### src/common/aosc_defs.svh
// register offsets, field positions, reset values and table encodings
`ifndef AOSC_DEFS_SVH
`define AOSC_DEFS_SVH

// ------------------------------------------------------------
// register offsets
// ------------------------------------------------------------
`define AOSC_PWR_MODE_OFS   8'h2b
`define AOSC_INT_WAKE_OFS   8'h2c

// ------------------------------------------------------------
// reset values
// ------------------------------------------------------------
`define AOSC_PWR_MODE_RST   8'h00
`define AOSC_INT_WAKE_RST   8'h00
`define AOSC_OSR_RST        11'h080

// ------------------------------------------------------------
// power_mode_reg fields
// ------------------------------------------------------------
`define AOSC_SMODS_HI       4
`define AOSC_SMODS_LO       3
`define AOSC_SLPE_BIT       2
`define AOSC_MODS_HI        1
`define AOSC_MODS_LO        0
`define AOSC_PWR_USED_MASK  8'h1f

// ------------------------------------------------------------
// int_wake_reg fields
// ------------------------------------------------------------
`define AOSC_FIFO_GATE_BIT  7
`define AOSC_WAKE_TRAN_BIT  6
`define AOSC_WAKE_ORNT_BIT  5
`define AOSC_WAKE_PULS_BIT  4
`define AOSC_WAKE_FFMT_BIT  3
`define AOSC_WAKE_VECM_BIT  2
`define AOSC_IPOL_BIT       1
`define AOSC_DRIVE_BIT      0

// ------------------------------------------------------------
// output rate index, ascending from 1.5625 hz to 800 hz
// ------------------------------------------------------------
`define AOSC_RATE_1P5625    3'h0
`define AOSC_RATE_800       3'h7

`endif

### src/common/aosc_pkg.sv
// types shared by the oversampling and auto-sleep control block
package aosc_pkg;

    typedef enum logic [1:0] {
        osr_normal = 2'b00,
        osr_lnlp   = 2'b01,
        osr_hires  = 2'b10,
        osr_lowpwr = 2'b11
    } aosc_osr_mode_t;

    typedef enum logic {
        sys_wake  = 1'b0,
        sys_sleep = 1'b1
    } aosc_sys_mode_t;

endpackage : aosc_pkg

### src/hw/aosc_osr_lut.sv
// oversampling ratio lookup from oversampling mode and output rate index
`timescale 1ns/100ps

module aosc_osr_lut
    import aosc_pkg::*;
(
    input  aosc_osr_mode_t i_mode,
    input  wire logic [2:0] i_rate,
    output logic [10:0]     o_osr
);

    // ------------------------------------------------------------
    // tables, entry 7 (800 hz) first down to entry 0 (1.5625 hz)
    // ------------------------------------------------------------
    localparam logic [7:0][10:0] TBL_NORMAL = {
        11'h002, 11'h004, 11'h004, 11'h004, 11'h004, 11'h010, 11'h020, 11'h080
    };
    localparam logic [7:0][10:0] TBL_LNLP = {
        11'h002, 11'h004, 11'h004, 11'h004, 11'h004, 11'h004, 11'h008, 11'h020
    };
    localparam logic [7:0][10:0] TBL_HIRES = {
        11'h002, 11'h004, 11'h008, 11'h010, 11'h020, 11'h080, 11'h100, 11'h400
    };
    localparam logic [7:0][10:0] TBL_LOWPWR = {
        11'h002, 11'h002, 11'h002, 11'h002, 11'h002, 11'h002, 11'h004, 11'h010
    };

    // ------------------------------------------------------------
    // selection
    // ------------------------------------------------------------
    always_comb begin
        case (i_mode)
            osr_normal: o_osr = TBL_NORMAL[i_rate]; // RULE6
            osr_lnlp:   o_osr = TBL_LNLP[i_rate];   // RULE7
            osr_hires:  o_osr = TBL_HIRES[i_rate];  // RULE7
            osr_lowpwr: o_osr = TBL_LOWPWR[i_rate]; // RULE6
            default:    o_osr = TBL_NORMAL[i_rate];
        endcase
    end

endmodule : aosc_osr_lut

### src/hw/aosc_ctrl.sv
// auto-sleep, oversampling mode and interrupt pin control of the accelerometer
//
// Function
// RULE1 - bit 2 of the power mode register enables auto-sleep when 1 and disables it when 0.
// RULE2 - with auto-sleep on, each sleep/wake change flushes the sample fifo and resets function counters; the code skips the flush while fifo gate is set.
// RULE3 - function block status is kept unchanged across a sleep/wake change.
// RULE4 - bits 1 to 0 pick the wake oversampling mode, which with the wake rate sets the ratio.
// RULE5 - both mode fields decode 00 normal, 01 low noise low power, 10 high resolution, 11 low power.
// RULE6 - normal and low power modes use their fixed ratio per output rate.
// RULE7 - high resolution and low noise low power modes use their fixed ratio per output rate.
// RULE8 - the register at 2ch holds fifo gate, five wake enables, polarity and drive type from bit 7 down.
// RULE9 - every bit of the 2ch register resets to 0 and is readable and writable.
// RULE10 - bits 4 to 3 pick the sleep oversampling mode, used with the sleep rate.
// RULE11 - with fifo gate set a change keeps the fifo, blocks samples until emptied, and flags an early sample.
// RULE12 - the polarity bit makes both interrupt pins active low at 0 and active high at 1.
// RULE13 - the drive bit makes both interrupt pins push-pull at 0 and open-drain at 1.
// RULE14 - with auto-sleep off the device stays awake and converts with the wake settings only.
`timescale 1ns/100ps
`include "aosc_defs.svh"

module aosc_ctrl
    import aosc_pkg::*;
(
    input  wire logic       i_core_clk,
    input  wire logic       i_rst_b,
    input  wire logic [7:0] i_reg_addr,
    input  wire logic       i_reg_wr,
    input  wire logic       i_reg_rd,
    input  wire logic [7:0] i_reg_wdata,
    output logic [7:0]      o_reg_rdata,
    input  wire logic       i_sleep_req,
    input  wire logic       i_wake_req,
    input  wire logic [2:0] i_wake_rate_select,
    input  wire logic [2:0] i_sleep_rate_select,
    input  wire logic       i_sample_valid,
    input  wire logic       i_fifo_empty,
    input  wire logic       i_irq_one_evt,
    input  wire logic       i_irq_two_evt,
    output logic            o_system_mode_status,
    output logic [10:0]     o_oversampling_ratio,
    output logic            o_fifo_flush,
    output logic            o_counter_reset,
    output logic            o_fifo_block,
    output logic            o_gate_error,
    output logic [4:0]      o_wake_enable,
    output logic            o_irq_pin_one_out,
    output logic            o_irq_pin_one_oe,
    output logic            o_irq_pin_two_out,
    output logic            o_irq_pin_two_oe
);

    // ------------------------------------------------------------
    // registers
    // ------------------------------------------------------------
    logic [7:0]     power_mode_q;
    logic [7:0]     int_wake_q;
    aosc_sys_mode_t mode_q;
    aosc_sys_mode_t mode_d;
    logic           trans_d;
    logic           slpe_q;
    logic           fifo_gate_q;
    logic           ipol_q;
    logic           drive_od_q;
    aosc_osr_mode_t active_mode;
    logic [2:0]     active_rate;
    logic [10:0]    osr_lut;

    assign slpe_q      = power_mode_q[`AOSC_SLPE_BIT];
    assign fifo_gate_q = int_wake_q[`AOSC_FIFO_GATE_BIT];
    assign ipol_q      = int_wake_q[`AOSC_IPOL_BIT];
    assign drive_od_q  = int_wake_q[`AOSC_DRIVE_BIT];

    always_ff @(posedge i_core_clk) begin
        if (!i_rst_b) begin
            power_mode_q <= `AOSC_PWR_MODE_RST;
        end else if (i_reg_wr && i_reg_addr == `AOSC_PWR_MODE_OFS) begin
            power_mode_q <= i_reg_wdata & `AOSC_PWR_USED_MASK; // RULE1
        end
    end

    always_ff @(posedge i_core_clk) begin
        if (!i_rst_b) begin
            int_wake_q <= `AOSC_INT_WAKE_RST; // RULE9
        end else if (i_reg_wr && i_reg_addr == `AOSC_INT_WAKE_OFS) begin
            int_wake_q <= i_reg_wdata; // RULE8
        end
    end

    always_ff @(posedge i_core_clk) begin
        if (!i_rst_b) begin
            o_reg_rdata <= 8'h00;
        end else if (i_reg_rd) begin
            case (i_reg_addr)
                `AOSC_PWR_MODE_OFS: o_reg_rdata <= power_mode_q;
                `AOSC_INT_WAKE_OFS: o_reg_rdata <= int_wake_q; // RULE9
                default:            o_reg_rdata <= 8'h00;
            endcase
        end
    end

    always_ff @(posedge i_core_clk) begin
        if (!i_rst_b) begin
            o_wake_enable <= 5'h00;
        end else begin
            o_wake_enable <= int_wake_q[`AOSC_WAKE_TRAN_BIT:`AOSC_WAKE_VECM_BIT]; // RULE8
        end
    end

    // ------------------------------------------------------------
    // sleep / wake state
    // ------------------------------------------------------------
    always_comb begin
        mode_d = mode_q;
        case (mode_q)
            sys_wake: begin
                if (slpe_q && i_sleep_req) begin
                    mode_d = sys_sleep;
                end
            end
            sys_sleep: begin
                if (!slpe_q || i_wake_req) begin
                    mode_d = sys_wake; // RULE14
                end
            end
            default: mode_d = sys_wake;
        endcase
    end

    // forced wake on auto-sleep disable is not an auto-sleep transition
    assign trans_d = slpe_q && (mode_d != mode_q);

    always_ff @(posedge i_core_clk) begin
        if (!i_rst_b) begin
            mode_q <= sys_wake;
        end else begin
            mode_q <= mode_d;
        end
    end

    always_ff @(posedge i_core_clk) begin
        if (!i_rst_b) begin
            o_system_mode_status <= 1'b0;
        end else begin
            o_system_mode_status <= (mode_d == sys_sleep);
        end
    end

    // ------------------------------------------------------------
    // flush, counter reset and fifo gate
    // ------------------------------------------------------------
    always_ff @(posedge i_core_clk) begin
        if (!i_rst_b) begin
            o_fifo_flush    <= 1'b0;
            o_counter_reset <= 1'b0;
        end else begin
            o_fifo_flush    <= trans_d && !fifo_gate_q; // RULE2
            o_counter_reset <= trans_d;                 // RULE2
        end
    end

    // fifo block is set by a gated transition; the gate error flag is left alone by a transition
    always_ff @(posedge i_core_clk) begin
        if (!i_rst_b) begin
            o_fifo_block <= 1'b0;
        end else if (trans_d && fifo_gate_q) begin
            o_fifo_block <= 1'b1; // RULE11
        end else if (i_fifo_empty) begin
            o_fifo_block <= 1'b0;
        end
    end

    always_ff @(posedge i_core_clk) begin
        if (!i_rst_b) begin
            o_gate_error <= 1'b0;
        end else if (o_fifo_block && i_sample_valid) begin
            o_gate_error <= 1'b1; // RULE11
        end else if (i_fifo_empty) begin
            o_gate_error <= 1'b0; // RULE3
        end
    end

    // ------------------------------------------------------------
    // oversampling ratio
    // ------------------------------------------------------------
    always_comb begin
        if (mode_q == sys_sleep) begin
            active_mode = aosc_osr_mode_t'(power_mode_q[`AOSC_SMODS_HI:`AOSC_SMODS_LO]); // RULE10
            active_rate = i_sleep_rate_select;
        end else begin
            active_mode = aosc_osr_mode_t'(power_mode_q[`AOSC_MODS_HI:`AOSC_MODS_LO]); // RULE4
            active_rate = i_wake_rate_select;
        end
    end

    aosc_osr_lut u_osr_lut (
        .i_mode (active_mode), // RULE5
        .i_rate (active_rate),
        .o_osr  (osr_lut)
    );

    always_ff @(posedge i_core_clk) begin
        if (!i_rst_b) begin
            o_oversampling_ratio <= `AOSC_OSR_RST;
        end else begin
            o_oversampling_ratio <= osr_lut;
        end
    end

    // ------------------------------------------------------------
    // interrupt pins
    // ------------------------------------------------------------
    always_ff @(posedge i_core_clk) begin
        if (!i_rst_b) begin
            o_irq_pin_one_out <= 1'b1;
            o_irq_pin_one_oe  <= 1'b1;
            o_irq_pin_two_out <= 1'b1;
            o_irq_pin_two_oe  <= 1'b1;
        end else if (drive_od_q) begin
            // open-drain only pulls low
            o_irq_pin_one_out <= 1'b0;
            o_irq_pin_one_oe  <= !(i_irq_one_evt == ipol_q); // RULE13
            o_irq_pin_two_out <= 1'b0;
            o_irq_pin_two_oe  <= !(i_irq_two_evt == ipol_q); // RULE13
        end else begin
            o_irq_pin_one_out <= (i_irq_one_evt == ipol_q); // RULE12
            o_irq_pin_one_oe  <= 1'b1;
            o_irq_pin_two_out <= (i_irq_two_evt == ipol_q); // RULE12
            o_irq_pin_two_oe  <= 1'b1;
        end
    end
endmodule : aosc_ctrl

### config.mk
export PLATFORM = sky130hd
export DESIGN_NAME = aosc_ctrl
export DESIGN_NICKNAME = d
export VERILOG_FILES = /design/src/common/aosc_pkg.sv /design/src/hw/aosc_osr_lut.sv /design/src/hw/aosc_ctrl.sv
export VERILOG_INCLUDE_DIRS = /design/src /design/src/common
export SDC_FILE = /design/constraint.sdc
export NUM_CORES = 1
export LEC_CHECK = 0
export ABC_AREA = 1
export ABC_CLOCK_PERIOD_IN_PS = 1460
export BUFFER_PORTS_ARGS = -buffer_cell sky130_fd_sc_hd__buf_4
export CAP_MARGIN = 15
export CORE_MARGIN = 4
export CORE_UTILIZATION = 50
export DETAILED_ROUTE_END_ITERATION = 8
export PLACE_DENSITY = 0.79
export SYNTH_ARGS = -nofsm -noshare
export SYNTH_HDL_FRONTEND = slang
export SYNTH_SLANG_ARGS = --single-unit
### constraint.sdc
create_clock -name i_core_clk -period 1.46 [get_ports i_core_clk]
set_input_delay 0.438 -clock i_core_clk [delete_from_list [all_inputs] [get_ports i_core_clk]]
set_output_delay 0.438 -clock i_core_clk [all_outputs]
set_load 0.1 [all_outputs]
==> metrics.md <==
| Metric | Value |
|---|---|
| Instance count of the mapped netlist | `280` |
| Die W | `70.32 um` |
| Number of synthesis warnings | `0` |
| Initial core utilization | `52.26%` |
| Share of the cycle needed by the critical path after routing | `94.93%` |
| Routed WL | `4252 um` |
| Worst IR drop on VDD | `0.5945 mV` |
| Layout Area Growth over Synthesis | `30.15%` |
| Critical path data required time | `1020 ps` |
| Metal2 WL | `2053 um` |
| Proportion of layout cells with a drive suffix above 1 | `25.22%` |
| CP max stage delay | `420 ps` |
| Average wire per cell in the routed design | `10.82 um` |
| Mean post-synth cell area | `6.935 sq um` |
| Worst clock skew | `6.526 ps` |
| Reg2Reg Depth | `9` |
| Maximum number of pins on one net before global-route repair | `17` |
| Clock-pin slew reported for the worst setup and hold paths after clock tree synthesis | `80 ps` |
| Fin nets | `376` |
| Flip-flop and latch count after synthesis | `43` |
| Detailed-route wire length on metal 1 | `1778 um` |
| Post-CTS Setup Inserts | `0` |
| Synth cell types | `25` |
| Hold worst-path end | `int_wake_q[6]` |
| Leakage Power | `1.327 nW` |
| Placed wire-length estimate | `3371 um` |
| Slack of the worst reg-to-reg path | `170 ps` |
| Peak Freq | `721.5 MHz` |
| Ratio of routed vias to standard cells | `4.812` |
| Number of antenna violations at the first check in global routing | `0` |
| Depth of the CTS H-tree | `2` |
| Classification of the worst-slack hold path | `in2reg` |
| Number of max-cap violations | `0` |
| Hold path depth | `3` |
| Maximum buffer depth of the clock tree | `2` |
| Number of CTS-inserted buffers | `5` |
| Total setup violations reported at the end of the flow | `0` |
| I/O pin cnt | `65` |
| Final routed DRC violation total | `0` |
| Slew Viols, Final | `0` |
| Via count of the first global-routing pass | `1683` |
| Remaining Overflow, GRT | `0` |
| Post-synth design cell area | `0.001942 sq mm` |
| Post-placement worst setup slack | `-53.64 ps` |
| Antenna violation net count after detailed routing | `0` |
| Kind of critical path | `reg2out` |
| Clock tree from TritonCTS | `done` |
| Cell Count, Final, Fillers Out | `393` |
| Die ar. | `0.004945 sq mm` |
| FF-to-FF End | `o_oversampling_ratio[2]` |
| Largest fanout of any net on the critical path | `10` |
| Diodes inserted | `0` |
| DR top layer | `met4` |
| Placed instance count | `385` |
| DR WL met3 | `356 um` |
| Die H | `70.32 um` |
| Global-route wire length before repair | `7196 um` |
| Count of endpoints failing hold in the final timing report | `0` |
| Number of buffers and inverters on the critical path | `1` |
| Launch point of the worst reg-to-reg path | `o_system_mode_status` |
| I/O Buffers | `61` |
| Clock sinks | `43` |
| Family with the most delay on the worst path | `flip-flops` |
| RSZ-0062 raised after global routing | `no` |
| Placement row count | `22` |
| Final weighted congestion in routability-driven placement | `0.8968` |
| Post-Route Hold Slack | `367.8 ps` |
| Clk Latency, worst-skew pair | `290 ps` |
| Total number of vias | `1891` |
| Final critical delay including setup and external delays | `1386 ps` |
| Overall routing resource usage | `17.68%` |
| Crit path cell chain | `buf_6` |
| Cell area power density | `920.9 mW/mm^2` |
| Cell with the biggest individual delay on the critical path | `dfxtp_4` |
| Crit path setup slack, layout | `74.03 ps` |
| CTS root buffer | `clkbuf_8` |
| Status | `finished, final reports clean` |
| Core area | `0.003716 sq mm` |
| Crit path arrival time | `950 ps` |
| Number of optimization iterations in the first detailed-route pass | `4` |
| Post-synthesis sequential area ratio | `44.33%` |
| Count of routing violations after the opening detailed-route iteration | `142` |
| Number of filler cells placed in the layout | `349` |
| Nature of the critical path endpoint | `output port` |
| CP startpoint kind | `register` |
| Launch instance of the worst min-delay path | `i_reg_wdata[6]` |
-- how the worst max path moves through the flow --
stage	start	end	slack, ps	cells past startpoint
floorplan	o_system_mode_status	o_oversampling_ratio[2]	10	10
global placement	i_reg_addr[4]	o_reg_rdata[5]	-10	8
detailed placement	i_reg_addr[4]	power_mode_q[3]	-50	8
CTS	o_system_mode_status	o_system_mode_status	60	1
global route	o_system_mode_status	o_oversampling_ratio[8]	30	5
finish	o_system_mode_status	o_system_mode_status	70	1
-- synth_stat cells --
cell type	number	area, sq um
buf_4	5	37.54
clkbuf_1	3	11.26
nor3_4	2	32.53
inv_2	1	3.750
nand4_1	2	12.51
buf_6	1	11.26
nand3_1	22	110.1
a21oi_1	8	40.04
o22ai_1	1	6.260
o21ai_0	9	45.04
dfxtp_1	43	860.8
nor3b_4	1	18.77
nand2_2	4	25.02
inv_1	38	142.6
and2_1	1	6.260
buf_2	2	10.01
nor2_1	45	168.9
nor4_1	1	6.260
nor3_1	2	10.01
nand2_1	80	300.3
or2_2	3	18.77
nand3_4	2	35.03
a211oi_1	1	7.510
conb_1	1	3.750
xor2_1	2	17.52
-- power breakdown --
group	internal, mW	total, mW	switching [mW]
registers	1.19	1.20	0.00845
logic	0.117	0.406	0.289
clock network	0.334	0.722	0.388
total	1.64	2.33	0.685
-- kinds of logic after synthesis --
family / after synthesis / share of synthesized area, %
compound gates: 19 / 5.090
buf+inv: 50 / 11.15
flops: 43 / 44.33
other cells: 1 / 0.1931
simple gates: 165 / 38.34
xor+xnor: 2 / 0.9022
-- state kept, by name (all words and copies together) (netlist names) --
register,count
int_wake_q,8
o_counter_reset,1
o_fifo_block,1
o_fifo_flush,1
o_gate_error,1
o_irq_pin_one_oe,1
o_irq_pin_one_out,1
o_irq_pin_two_oe,1
o_irq_pin_two_out,1
o_oversampling_ratio,8
o_reg_rdata,8
o_system_mode_status,1
o_wake_enable,5
power_mode_q,5
-- layout by cell type (no fill, tap or decap), types with 2 or more instances in the layout --
cell type | netlist | layout
nand3_4 | 2 | 2
clkbuf_8 | 0 | 5
nand4_1 | 2 | 2
conb_1 | 1 | 3
nor3_4 | 2 | 2
nand2_2 | 4 | 4
inv_1 | 38 | 38
or2_2 | 3 | 3
o21ai_0 | 9 | 9
dfxtp_1 | 43 | 42
nor2_1 | 45 | 45
nor3_1 | 2 | 2
nand3_1 | 22 | 22
a21oi_1 | 8 | 8
xor2_1 | 2 | 2
buf_4 | 5 | 65
nand2_1 | 80 | 80
-- final cells by class --
class                      count  area, sq um  area share, %
clock inverter                 2        12.51         0.4951
inverter                      39        146.4          5.792
clock buffer                   6        72.57          2.871
multi-input combinational    189        872.1          34.50
tap                           48        60.06          2.376
sequential                    43        864.6          34.21
timing repair buffer          66        499.2          19.75
-- per-layer routing --
layer  GRT usage, %  vias to the layer above
li1               -                      977
met1          21.66                      831
met2          30.25                       74
met3          3.741                        9
met4          6.383                        0
met5              0                        -
-- per-stage QoR --
step	instance area, sq um	setup TNS (ps)	power, mW	util [%]
2_1_floorplan	1956	0	1.504	-
3_3_place_gp	2439	-12.29	1.630	65.62
3_5_place_dp	2439	-230.0	1.634	65.62
4_1_cts	2527	0	2.346	68.01
5_1_grt	2527	0	2.426	68.01
6_report	2527	0	2.327	68.01
-- timing repair --
item                                    CTS  global route
endpoints found under the setup margin    1             0
resized for setup                         1             0
hold buffers                              0             0
(Power assumes the default switching activity.)
